==> src/hdl/icst_pkg.sv <==
package icst_pkg;

    // task-file register addresses
    localparam logic [2:0] ADDR_ERROR = 3'h1;
    localparam logic [2:0] ADDR_SECCNT = 3'h2;
    localparam logic [2:0] ADDR_DEVHEAD = 3'h6;
    localparam logic [2:0] ADDR_CMD = 3'h7;

    // command codes for idle with standby timer
    localparam logic [7:0] CMD_IDLE = 8'hE3;
    localparam logic [7:0] CMD_IDLE_ALT = 8'h97;

    // reset values
    localparam logic [7:0] SECCNT_RESET = 8'h00;
    localparam logic [7:0] DEVHEAD_RESET = 8'hA0;
    localparam logic [7:0] ERR_RESET = 8'h00;

    // status bit positions
    localparam int ST_BSY = 7;
    localparam int ST_RDY = 6;
    localparam int ST_DSC = 4;
    localparam int ST_IDX = 1;
    localparam int ST_ERR = 0;

    // error bit: command aborted
    localparam logic [7:0] ERR_ABT_MASK = 8'h04;

    // timeout code bands
    localparam logic [7:0] CODE_OFF = 8'h00;
    localparam logic [7:0] CODE_SHORT_MAX = 8'hF0;
    localparam logic [7:0] CODE_HALF_MAX = 8'hFB;
    localparam logic [7:0] CODE_21M = 8'hFC;
    localparam logic [7:0] CODE_8H = 8'hFD;
    localparam logic [7:0] CODE_21M10 = 8'hFE;
    localparam logic [7:0] CODE_21M15 = 8'hFF;

    // intervals in base units (seconds)
    localparam int SECS_W = 15;
    localparam int MIN_S = 60;
    localparam int HOUR_S = 3600;
    localparam logic [SECS_W-1:0] SHORT_STEP_S = 15'(5);
    localparam logic [SECS_W-1:0] HALF_STEP_S = 15'(30 * MIN_S);
    localparam logic [SECS_W-1:0] T_21M_S = 15'(21 * MIN_S);
    localparam logic [SECS_W-1:0] T_8H_S = 15'(8 * HOUR_S);
    localparam logic [SECS_W-1:0] T_21M10_S = 15'(21 * MIN_S + 10);
    localparam logic [SECS_W-1:0] T_21M15_S = 15'(21 * MIN_S + 15);

    // base unit timing
    localparam int CLK_PERIOD_NS = 25;
    localparam int BASE_UNIT_NS = 1000000000;
    localparam int TICK_CYCLES_DFLT = BASE_UNIT_NS / CLK_PERIOD_NS;

    typedef enum logic [1:0] {PWR_STANDBY, PWR_SPINUP, PWR_IDLE} icst_pwr_t;

endpackage : icst_pkg

==> src/hdl/icst_idle_timer.sv <==
// Operation
// E3h and 97h both start idle-with-timer
// accept: enter idle, load timer from count
// timer decrements immediately after loading; the code first decrements one full tick (TICK_CYCLES cycles) after the load
// spin up on idle, skip if spinning
// idle keeps spinning, serves commands without delay
// code zero disables power-down, nonzero enables
// codes 1-240: code times five seconds
// codes 241-251: (code-240) times thirty minutes
// codes 252-255 map to fixed intervals
// interval elapses untouched: enter standby; the code does this from idle only, and an expiry during spin-up is ignored
// host access before expiry reloads full interval
// failed command: error flag plus aborted bit
// any written command counts as access
`timescale 1ns/10ps
`default_nettype none
module icst_idle_timer
    import icst_pkg::*;
#(
    parameter int TICK_CYCLES = TICK_CYCLES_DFLT
) (
    // clock and reset
    input wire logic CLK,
    input wire logic RESETN,
    // task-file access
    input wire logic [2:0] HOST_ADDR,
    input wire logic HOST_WR,
    input wire logic HOST_RD,
    input wire logic [7:0] HOST_WDATA,
    output logic [7:0] HOST_RDATA,
    // spindle
    input wire logic SPIN_AT_SPEED,
    output logic MOTOR_ON,
    // power state
    output logic IDLE_MODE,
    output logic STANDBY_MODE,
    output logic TIMER_ENABLED
);

    icst_pwr_t pwr_q;
    icst_pwr_t pwr_d;
    logic [7:0] seccnt_q;
    logic [7:0] seccnt_d;
    logic [7:0] devhead_q;
    logic [7:0] devhead_d;
    logic [7:0] err_q;
    logic [7:0] err_d;
    logic [7:0] rdata_q;
    logic [7:0] rdata_d;
    logic [SECS_W-1:0] interval_q;
    logic [SECS_W-1:0] interval_d;
    logic spin_meta_q;
    logic spin_sync_q;

    logic busy;
    logic wr_seccnt;
    logic wr_devhead;
    logic wr_cmd;
    logic is_idle_cmd;
    logic accept;
    logic reject;
    logic access;
    logic timer_load;
    logic expire;
    logic [SECS_W-1:0] new_secs;
    logic [SECS_W-1:0] load_secs;
    logic [SECS_W-1:0] remain;
    logic [7:0] status;

    // spindle speed pin synchroniser
    always_ff @(posedge CLK or negedge RESETN) begin
        if (!RESETN) begin
            spin_meta_q <= 1'b0;
            spin_sync_q <= 1'b0;
        end else begin
            spin_meta_q <= SPIN_AT_SPEED;
            spin_sync_q <= spin_meta_q;
        end
    end

    // register decode
    assign busy = pwr_q == PWR_SPINUP;
    assign wr_seccnt = HOST_WR && (HOST_ADDR == ADDR_SECCNT) && !busy;
    assign wr_devhead = HOST_WR && (HOST_ADDR == ADDR_DEVHEAD) && !busy;
    assign wr_cmd = HOST_WR && (HOST_ADDR == ADDR_CMD) && !busy;
    assign is_idle_cmd = (HOST_WDATA == CMD_IDLE) || (HOST_WDATA == CMD_IDLE_ALT);
    assign accept = wr_cmd && is_idle_cmd;
    assign reject = wr_cmd && !is_idle_cmd;

    // interval from the timeout code
    icst_decode u_decode (
        .code(seccnt_q),
        .secs(new_secs)
    );

    // a fresh command loads the new interval, any other access while the timer runs reloads the held one
    assign access = HOST_WR || HOST_RD;
    assign timer_load = accept || (access && (remain != '0));
    assign load_secs = accept ? new_secs : interval_q;

    icst_countdown #(
        .TICK_CYCLES(TICK_CYCLES)
    ) u_countdown (
        .clk(CLK),
        .rst_n(RESETN),
        .load(timer_load),
        .load_secs(load_secs),
        .remain_q(remain),
        .expire(expire)
    );

    assign interval_d = accept ? new_secs : interval_q;
    assign seccnt_d = wr_seccnt ? HOST_WDATA : seccnt_q;
    assign devhead_d = wr_devhead ? HOST_WDATA : devhead_q;
    assign err_d = reject ? ERR_ABT_MASK : (accept ? ERR_RESET : err_q);

    // power state
    always_comb begin
        pwr_d = pwr_q;
        case (pwr_q)
            PWR_STANDBY: begin
                if (accept) begin
                    pwr_d = spin_sync_q ? PWR_IDLE : PWR_SPINUP;
                end
            end
            PWR_SPINUP: begin
                if (spin_sync_q) begin
                    pwr_d = PWR_IDLE;
                end
            end
            PWR_IDLE: begin
                if (expire) begin
                    pwr_d = PWR_STANDBY;
                end else if (accept && !spin_sync_q) begin
                    pwr_d = PWR_SPINUP;
                end
            end
            default: begin
                pwr_d = PWR_STANDBY;
            end
        endcase
    end

    // status and read-back
    always_comb begin
        status = 8'h00;
        status[ST_BSY] = busy;
        status[ST_RDY] = !busy;
        status[ST_DSC] = spin_sync_q;
        status[ST_IDX] = 1'b1;
        status[ST_ERR] = err_q != ERR_RESET;
    end

    assign rdata_d = (HOST_ADDR == ADDR_ERROR) ? err_q :
                     (HOST_ADDR == ADDR_SECCNT) ? seccnt_q :
                     (HOST_ADDR == ADDR_DEVHEAD) ? devhead_q :
                     (HOST_ADDR == ADDR_CMD) ? status : 8'h00;

    always_ff @(posedge CLK or negedge RESETN) begin
        if (!RESETN) begin
            pwr_q <= PWR_STANDBY;
            seccnt_q <= SECCNT_RESET;
            devhead_q <= DEVHEAD_RESET;
            err_q <= ERR_RESET;
            rdata_q <= 8'h00;
            interval_q <= '0;
        end else begin
            pwr_q <= pwr_d;
            seccnt_q <= seccnt_d;
            devhead_q <= devhead_d;
            err_q <= err_d;
            rdata_q <= rdata_d;
            interval_q <= interval_d;
        end
    end

    assign HOST_RDATA = rdata_q;
    assign MOTOR_ON = pwr_q != PWR_STANDBY;
    assign IDLE_MODE = pwr_q == PWR_IDLE;
    assign STANDBY_MODE = pwr_q == PWR_STANDBY;
    assign TIMER_ENABLED = remain != '0;
endmodule : icst_idle_timer
`default_nettype wire

==> src/hdl/icst_decode.sv <==
`timescale 1ns/10ps
`default_nettype none
module icst_decode
    import icst_pkg::*;
(
    // timeout code in, interval out
    input wire logic [7:0] code,
    output logic [SECS_W-1:0] secs
);

    logic [SECS_W-1:0] code_w;
    logic [SECS_W-1:0] short_s;
    logic [SECS_W-1:0] half_s;
    logic [SECS_W-1:0] fixed_s;
    logic is_short;
    logic is_half;

    assign code_w = {7'h00, code};
    assign is_short = code <= CODE_SHORT_MAX;
    assign is_half = code <= CODE_HALF_MAX;
    assign short_s = 15'(code_w * SHORT_STEP_S);
    assign half_s = 15'((code_w - {7'h00, CODE_SHORT_MAX}) * HALF_STEP_S);
    assign fixed_s = (code == CODE_21M) ? T_21M_S :
                     (code == CODE_8H) ? T_8H_S :
                     (code == CODE_21M10) ? T_21M10_S : T_21M15_S;
    assign secs = (code == CODE_OFF) ? '0 :
                  is_short ? short_s :
                  is_half ? half_s : fixed_s;

endmodule : icst_decode
`default_nettype wire

==> src/hdl/icst_countdown.sv <==
`timescale 1ns/10ps
`default_nettype none
module icst_countdown
    import icst_pkg::*;
#(
    parameter int TICK_CYCLES = TICK_CYCLES_DFLT
) (
    // clock and reset
    input wire logic clk,
    input wire logic rst_n,
    // load and status
    input wire logic load,
    input wire logic [SECS_W-1:0] load_secs,
    output logic [SECS_W-1:0] remain_q,
    output logic expire
);

    localparam int PRE_W = $clog2(TICK_CYCLES + 1);
    localparam logic [PRE_W-1:0] PRE_LAST = PRE_W'(TICK_CYCLES - 1);

    logic [PRE_W-1:0] pre_q;
    logic [PRE_W-1:0] pre_d;
    logic [SECS_W-1:0] remain_d;
    logic tick;
    logic running;

    assign running = remain_q != '0;
    assign tick = running && (pre_q == PRE_LAST);
    assign expire = tick && (remain_q == SECS_W'(1)) && !load;
    assign pre_d = (load || tick || !running) ? '0 : pre_q + PRE_W'(1);
    assign remain_d = load ? load_secs : (tick ? remain_q - SECS_W'(1) : remain_q);

    always_ff @(posedge clk or negedge rst_n) begin
        if (!rst_n) begin
            pre_q <= '0;
            remain_q <= '0;
        end else begin
            pre_q <= pre_d;
            remain_q <= remain_d;
        end
    end

endmodule : icst_countdown
`default_nettype wire

==> config.mk <==
export PLATFORM = sky130hd
export DESIGN_NAME = icst_idle_timer
export DESIGN_NICKNAME = d
export VERILOG_FILES = /design/src/hdl/icst_pkg.sv /design/src/hdl/icst_idle_timer.sv /design/src/hdl/icst_decode.sv /design/src/hdl/icst_countdown.sv
export SDC_FILE = /design/constraint.sdc
export NUM_CORES = 1
export LEC_CHECK = 0
export BUFFER_PORTS_ARGS = -buffer_cell sky130_fd_sc_hd__buf_4
export CAP_MARGIN = 40
export CORE_ASPECT_RATIO = 1.2
export CORE_MARGIN = 5
export CORE_UTILIZATION = 55
export DETAILED_ROUTE_END_ITERATION = 16
export HOLD_SLACK_MARGIN = 0.08
export PLACE_DENSITY = 0.73
export SYNTH_ARGS = -nofsm -noshare
export SYNTH_HDL_FRONTEND = slang
export SYNTH_SLANG_ARGS = --single-unit
==> constraint.sdc <==
create_clock -name CLK -period 4.75 [get_ports CLK]
set_clock_uncertainty 0.1 [all_clocks]
set_input_delay 0 -clock CLK [delete_from_list [all_inputs] [get_ports CLK]]
set_output_delay 0 -clock CLK [all_outputs]
set_load 0.01 [all_outputs]
* Word-level counts from Yosys, hierarchy flattened
Cells that the tools add are included.
** Word-level totals
- Register bits :: 92
- Bits of input ports :: 16
- Word-level logic and storage cells :: 86
** Cells by class
- Add/subtract/negate cells :: 3
- $mul :: 2
- Order comparisons :: 2
- Equal/unequal tests :: 16
- Multiplexer cells :: 22
- Reduce and logical (&&, ||, !) cells :: 31
** Operators with widths (number)
- 15-bit 2-to-1 mux :: 8
- 8-bit 2-to-1 mux :: 6
- 8-bit equality test, second input constant :: 5
- 26-bit by 1-bit adder with 26-bit output, second input constant :: 1
- 26-bit equality test, second input constant :: 1
- 26-bit 2-to-1 mux :: 1
- 8-bit less-or-equal comparator, second input constant :: 2
- 15-bit by 1-bit equality test with 1-bit output, second input constant :: 1
- 15-bit by 8-bit multiplier with 12-bit output, second input constant :: 1
- 15-bit nonzero test :: 1
- 15-bit by 1-bit subtractor with 15-bit output, second input constant :: 1
- 1-bit logical AND :: 13
- 8-bit by 3-bit multiplier with 11-bit output, second input constant :: 1
- 2-bit 2-to-1 mux :: 5
- 8-bit by 8-bit subtractor with 9-bit output, second input constant :: 1
- 8-bit logical NOT :: 1
- 8-bit nonzero test :: 1
- 3-bit equality test, second input constant :: 2
- 2-bit one-hot mux with 3 select lines :: 1
- 2-bit nonzero test :: 3
- 1-bit logical NOT :: 5
- 1-bit logical OR :: 5
- 4-bit 2-to-1 mux :: 1
- 3-bit by 1-bit equality test with 1-bit output, second input constant :: 1
- 8 further kinds :: 8

* Longest topological paths before layout
Gate-level depths: netlist (run 1).
- Word-level depth :: 9
- Mapped depth :: 15
- Gate-level depth less buffers :: 15

* Cells and area by module
A second synthesis (run 1) with hierarchy kept.
** Second synthesis, totals
- Cell total of the unflattened synthesis :: 554
- Area, all modules :: 5617.9 µm²
** By module, submodules not included
- icst_countdown :: instances 1, cells each 259, area an instance 2384.8 µm², sequential area each 1026.0 µm²
- icst_idle_timer :: instances 1, cells each 136, area an instance 1940.6 µm², sequential area each 1103.6 µm²
- icst_decode :: instances 1, cells each 159, area an instance 1292.5 µm², sequential area each 0.0 µm²

* Least setup slack after synthesis (run 1)
OpenSTA, ideal clock, no wires.
- Path kind :: flip-flop to flip-flop
- Start :: reg seccnt_q[2]
- End :: reg u_countdown.remain_q[14]
- Arrival time :: 3.522 ns
- Required time :: 4.511 ns
- Setup slack :: 0.990 ns
- Stages on the path, launching flop included :: 14
- Period minus slack after synthesis :: 3.760 ns
- Path through :: dfrtp_1 -> inv_1 -> fa_1 -> inv_1 -> ha_1 -> fa_1 -> ha_1 -> fa_1 -> a21o_1 -> a21oi_1 -> xnor2_1 -> xnor2_1 -> o21ai_0 -> o211ai_1
** Between the ends
- Longest elaborated chain between the ends :: 8
- Elaborated cells on any way between the ends :: 14
- Those cells by class :: add/sub (1); mul (1); order compare (2); eq/ne (2); mux (7); reduce/logical (1)
** RTL lines
- start: declaration :: RTL line icst_idle_timer.sv:42 : logic [7:0] seccnt_q;
- start signal: assignment :: RTL line icst_idle_timer.sv:169 : seccnt_q <= seccnt_d;
- parallel branches: the longest is 5 deep, another holds 15-bit by 8-bit multiplier with 12-bit output
- 15-bit 2-to-1 mux * :: RTL line icst_decode.sv:26 : assign secs = (code == CODE_OFF) ? '0 :
- 15-bit 2-to-1 mux *
- 15-bit 2-to-1 mux * :: RTL line icst_countdown.sv:31 : assign remain_d = load ? load_secs : (tick ? remain_q - SECS_W'(1) : remain_q);
- end signal: assignment :: RTL line icst_countdown.sv:39 : remain_q <= remain_d;
- end: declaration :: RTL line icst_countdown.sv:14 : output logic [SECS_W-1:0] remain_q,
Every way passes the cells marked *.
A chain may end at the register's enable or synchronous reset.

* Worst setup path after layout (run 1)
Ends and elaborated chain as after synthesis.

==> results.cfg, run 1 <==
[run_status]
outcome = finished clean

[min_path]
hp-class = in -> async

[drt]
firstDrtPassIters = 5
drt_iter0_drc = 190
drc = 0
via_per_inst = 5.92
num_vias = 4070
ant_nets = 0
wl_um = 11700
wl_per_cell_um = 16.9

[synthesis]
synth_top_area_share_pct = 39.6
synth_area_leaders = dfrtp_1, ha_1, mux2_2
synth.distinct_cells = 65
yosysTopAreaCell = dfrtp_1
synth_common_cells = dfrtp_1, nor2_1, ha_1
syn-num-nets = 580
synthesis.area_um2 = 5240
synthCells = 516
synth_edf_count = 0
yosysWarnings = 0
yosysSeqAreaShare_pct = 40.6
syn_area_per_cell_um2 = 10.2
post-synth-top-count-cell = dfrtp_1
synth-seq-cells = 85
synth_flop_cell = dfrtp_1
async_flop_share_pct = 100

[global_routing]
grt_max_degree = 47
grt_pass1_vias = 4184
grt_usage_pct = 21.9
overflow = 0
antenna_found_initial = 0
grt_pass1_wl_um = 20100

[setup_path]
arrival_ps = 4130
startpoint = seccnt_q[2]
path_max_fanout = 7
path_cells = inv_1 > fa_1 > inv_1 > ha_1 > fa_1 > ha_1 > fa_1 > a21o_1 > a21oi_1 > xnor2_1 > xnor2_1 > o21ai_0 > o211ai_1
start_kind = register
reg2reg_depth = 13
path_common_cell = fa_1
crit_required_ps = 4850
cp_slowest_stage_delay_ps = 520
cp_num_cells = 13
slowest_stage = fa_1
regToRegEndpoint = u_countdown.remain_q[14]
reg2reg_from = seccnt_q[2]
crit_family = adder cells
crit_path_end_kind = register
r2r_slack_ps = 720
endpoint = u_countdown.remain_q[14]
crit_type = reg -> reg
crit_buf_inv = 2

[timing]
timing.final.crit_period_ps = 4030
holdWs_ps = 78.3
setup_viol = 0
worstMarginPinSlew_ps = 863
fin_crit_sh_pct = 84.9
hold_violations = 0
fin_setup_tns_ps = 0
slew_violations = 0
worst_slack_ps = 717
slew_headroom_pct = 41.7
rsz0062_at_grt = false
fmax_ghz = 0.248

[finish]
syn_to_final_growth_pct = 15.1
nets = 624
post-route-util_pct = 64.0
fin_area_um2 = 6030
layout-drive-gt1-share_pct = 15.2
antenna_cells = 0

[placement]
post-place-ws_ps = 735
placed_cell_area_um2 = 5580
port_buffers = 27
hpwlAfterDp_um = 8690
place_congestion = 0.851

[pwr]
power_leakage_nw = 2.71
ir_drop_v = 0.000292
powerDensity_nw_per_um2 = 465

[cts]
cts_tree = yes
clock_latency_ps = 340
cts-htree-levels = 3
clk_pin_slew_ps = 70
cts-root-buf = clkbuf_16
cts.path.max_buffers = 2
cts_sinks = 85
cts_buffers = 9

[floorplan]
ios = 28
core-area_um2 = 9420
die_area_um2 = 11600
initial_core_util_pct = 55.6
die-width_um = 99.1
die_h_um = 117
std_cell_rows = 39

[run]
cap_violations = 0
-- registers in the layout (all words and copies together) (netlist names) --
| signal | flops |
|---|---|
| err_q | 1 |
| pwr_q | 2 |
| devhead_q | 8 |
| interval_q | 15 |
| spin_meta_q | 1 |
| u_countdown.pre_q | 26 |
| spin_sync_q | 1 |
| u_countdown.remain_q | 15 |
| seccnt_q | 8 |
| HOST_RDATA | 8 |
-- worst register-to-register path, delay by kind of cell, from the launching register on --
family	cells	cell delay (ps)
buffers and inverters	2	220
xor gates and xnor gates	2	240
DFF	1	510
adders and majority gates	5	2120
AOI/OAI and AO/OA	4	700
-- worst min-delay path by stage --
stage,start,end,slack (ps),cells past startpoint
floorplan,RESETN,HOST_RDATA[0],-400,0
global placement,SPIN_AT_SPEED,spin_meta_q,10,1
detailed placement,RESETN,u_countdown.pre_q[13],-80,1
CTS,RESETN,u_countdown.pre_q[13],90,2
global route,RESETN,u_countdown.pre_q[13],130,2
finish,RESETN,u_countdown.pre_q[13],80,2
-- cell type report --
type                    instances  area [um^2]
well taps                     123          154
clock buffers                  11          253
inverters                      29          109
multi-input cells             389         2940
fillers                       763         3390
flip-flops and latches         85         2130
clock inverters                 5         41.3
repair buffers                 46          405
-- where the power goes --
part / switching (mW) / internal (mW) / total [mW]
sequential: 0.0785 / 0.786 / 0.864
clock: 0.295 / 0.388 / 0.682
combinational: 0.668 / 0.592 / 1.26
total: 1.04 / 1.76 / 2.81
-- through the flow --
| step | total power [mW] | std cells |
|---|---|---|
| finish | 2.81 | 688 |
| detailed placement | 2.12 | 656 |
| CTS | 2.83 | 688 |
| global route | 3.02 | 688 |
| floorplan | 1.81 | 516 |
| global placement | 2.08 | 655 |
-- layout by cell type, fill, tap and decap left out, types with 4 or more instances in the layout --
cell,count
o211ai_1,4
nand4_1,18
and3_1,5
nand2_1,32
nor2_1,65
inv_1,29
o21ai_0,17
or3_1,6
dfrtp_1,83
nand3_1,14
buf_4,29
nand2b_1,4
nor3_1,10
a21o_1,5
dlygate4sd3_1,16
fa_1,8
ha_1,40
o31ai_1,4
a22o_1,6
xor2_1,20
nor4_1,5
and4_1,4
xnor2_1,25
clkbuf_16,9
a31oi_1,7
mux2_2,28
a21oi_1,10
a22oi_1,5
-- cells by family (layout without fill, tap and decap cells) --
kind of cell               after synthesis  after routing  synth area share, %
muxes                                   31             31                 6.59
and+or+nand+nor                        186            186                 18.7
buffers and inverters                   42             91                 3.22
DFF                                     85             85                 40.6
AOI/OAI and AO/OA                       79             79                 10.7
xor gates and xnor gates                45             45                 7.52
adders and majority gates               48             48                 12.6
-- per-layer routing --
layer	wire length, um	vias up	part of all wire, %	GRT usage (%)
li1	-	1935	-	-
met5	0	-	0	0
met4	221	0	1.9	8.29
met1	4830	2033	41	25.8
met3	326	18	2.8	3.38
met2	6290	84	54	40.5
-- repair_timing --
item	4_1_cts	5_1_grt
hold endpoints to repair	110	0
hold buffers	16	0
buffers inserted	0	0
setup endpoints to repair	0	0
gates resized for setup	0	0
Power figures use the tool's default switching activity.
==> run 2, diff against run 1 <==
- ABC_AREA: not set -> 1
- PLACE_DENSITY: 0.73 -> 0.76
- clock period: 4.75 -> 3.6 ns (I/O delays scaled with it)
==> results.cfg, run 2 <==
[synthesis]
post-synth-top-count-cell = nand2_1
yosysWarnings = 0
synth-seq-cells = 85
synth_flop_cell = dfrtp_1
yosysSeqAreaShare_pct = 37.4
async_flop_share_pct = 100
syn_area_per_cell_um2 = 7.83
syn-num-nets = 791
synthCells = 727
synth_common_cells = nand2_1, inv_1, dfrtp_1
synth_edf_count = 0
yosysTopAreaCell = dfrtp_1
synth_top_area_share_pct = 36.5
synth_area_leaders = dfrtp_1, nand2_1, ha_1
synth.distinct_cells = 41
synthesis.area_um2 = 5690

[global_routing]
grt_pass1_wl_um = 22700
antenna_found_initial = 0
grt_pass1_vias = 4883
overflow = 0
grt_max_degree = 64
grt_usage_pct = 22.9

[placement]
hpwlAfterDp_um = 10100
post-place-ws_ps = 2.18
place_congestion = 0.900
placed_cells = 882
port_buffers = 27

[floorplan]
die_area_um2 = 12500
die-width_um = 103
initial_core_util_pct = 56.6
core-area_um2 = 10100
die_h_um = 121
std_cell_rows = 40
ios = 28

[min_path]
hp-class = in -> async

[timing]
slew_violations = 0
slew_headroom_pct = 67.1
fin_crit_sh_pct = 95.6
hold_violations = 0
worst_slack_ps = 160
setup_viol = 0
fin_setup_tns_ps = 0
worstMarginPinSlew_ps = 491
fmax_ghz = 0.291
timing.final.crit_period_ps = 3440

[setup_path]
reg2reg_from = seccnt_q[2]
crit_path_end_kind = register
reg2reg_depth = 20
arrival_ps = 3580
regToRegEndpoint = u_countdown.remain_q[14]
crit_required_ps = 3740
path_max_fanout = 3
start_kind = register
r2r_slack_ps = 160
crit_type = reg -> reg

[cts]
clock_latency_ps = 340
clk_pin_slew_ps = 60
cts-htree-levels = 3
cts_tree = yes
cts.path.max_buffers = 2
cts-root-buf = clkbuf_16
cts_sinks = 85
cts_buffers = 9

[drt]
wl_per_cell_um = 15.0
via_per_inst = 5.37
ant_nets = 0
firstDrtPassIters = 7
drc = 0
num_vias = 4938
wl_um = 13800
drt_iter0_drc = 326

[finish]
layout-drive-gt1-share_pct = 14.9
post-route-util_pct = 67.3
nets = 852
largest_register_ffs = 26
regMostFlops = u_countdown.pre_q
layoutNonFillerInstCount = 919
seq_area_um2 = 2130
syn_to_final_growth_pct = 19.0
antenna_cells = 0
reg_top3 = u_countdown.pre_q x26, interval_q x15, u_countdown.remain_q x15
final_common_cell = nand2_1
fillers = 793
multi_input_area_um2 = 3260
layout_common_cells = nand2_1, inv_1, dfrtp_1, nor2_1, nand3_1

[pwr]
power_leakage_nw = 3.32
design_power_total_mw = 5.24
ir_drop_v = 0.000619
powerDensity_nw_per_um2 = 773

[run_status]
outcome = finished clean

[run]
cap_violations = 0
## run 2: cell count changes after synthesis, moves of 6 or more
cell | before | now
nand2_1 | 32 | 193
inv_1 | 29 | 90
nand3_1 | 14 | 57
mux2_2 | 28 | 0
o21ai_0 | 17 | 34
xnor2_1 | 25 | 10
nor2_2 | 0 | 13
a31oi_1 | 7 | 0
nand4_1 | 18 | 11
nor2_4 | 0 | 7
a22o_1 | 6 | 0
or3_1 | 6 | 0
## run 2: metal layers
metal | GRT usage, % | share of wire (%)
met1 | 27.9 | 41
met2 | 40.3 | 52
met3 | 4.31 | 3.7
met4 | 7.69 | 3.1
met5 | 0 | 0
## run 2: through the flow
stage / hold slack [ps] / instance area, um^2
global placement: 9.44 / 6070
global route: 140 / 6770
finish: 97.8 / 6770
CTS: 133 / 6620
detailed placement: -175 / 6100
floorplan: -396 / 5690
## run 2: timing repair
item,CTS,global route
gates resized for setup,1,14
endpoints found under the hold margin,109,0
buffers inserted,0,2
setup endpoints to repair,1,3
hold buffers,18,0
pin swaps,1,5
## run 2: cell type report
type	count	share of cell area, %
clock buffers	10	3.53
clock inverters	6	1.28
inverters	96	5.34
multi-input cells	536	48.2
flip-flops and latches	85	31.5
well taps	126	2.33
repair buffers	60	7.91
## run 2: worst max-delay path by stage
stage | start | cells after the start | end | slack [ps]
final | seccnt_q[2] | 20 | u_countdown.remain_q[14] | 160
after CTS | seccnt_q[2] | 19 | u_countdown.remain_q[14] | 40
after global placement | seccnt_q[1] | 19 | u_countdown.remain_q[14] | 60
after floorplan | seccnt_q[1] | 19 | u_countdown.remain_q[14] | 3
after global routing | seccnt_q[1] | 19 | u_countdown.remain_q[14] | -40
after detailed placement | seccnt_q[2] | 19 | u_countdown.remain_q[14] | 2
## run 2: power breakdown
part	leakage, nW	internal, mW	switching (mW)
Sequential	1.14	1.08	0.0999
Combinational	2.03	1.35	1.70
Clock	0.158	0.625	0.386
Total	3.32	3.05	2.19
## run 2: cell families after synthesis
kind of cell | Yosys count | share of synthesized area, %
compound gates | 64 | 6.40
xor+xnor | 35 | 5.39
fa+ha+maj | 48 | 11.6
buf+inv | 106 | 7.41
flops | 85 | 37.4
simple gates | 389 | 31.8
## run 2: worst max-delay path, cell delays in order, from the launching register on
cell and delay (ps):
dfrtp_1 380, buf_4 140, inv_1 90, fa_1 440
inv_2 100, ha_4 200, fa_1 510, ha_4 210
fa_2 370, nand3_2 100, inv_1 50, nor2_1 80
nand3_1 80, nand2_2 80, inv_1 40, nand2_1 50
nand3_1 60, nand2_1 70, nand3_1 60, nand2_1 70
inv_1 30
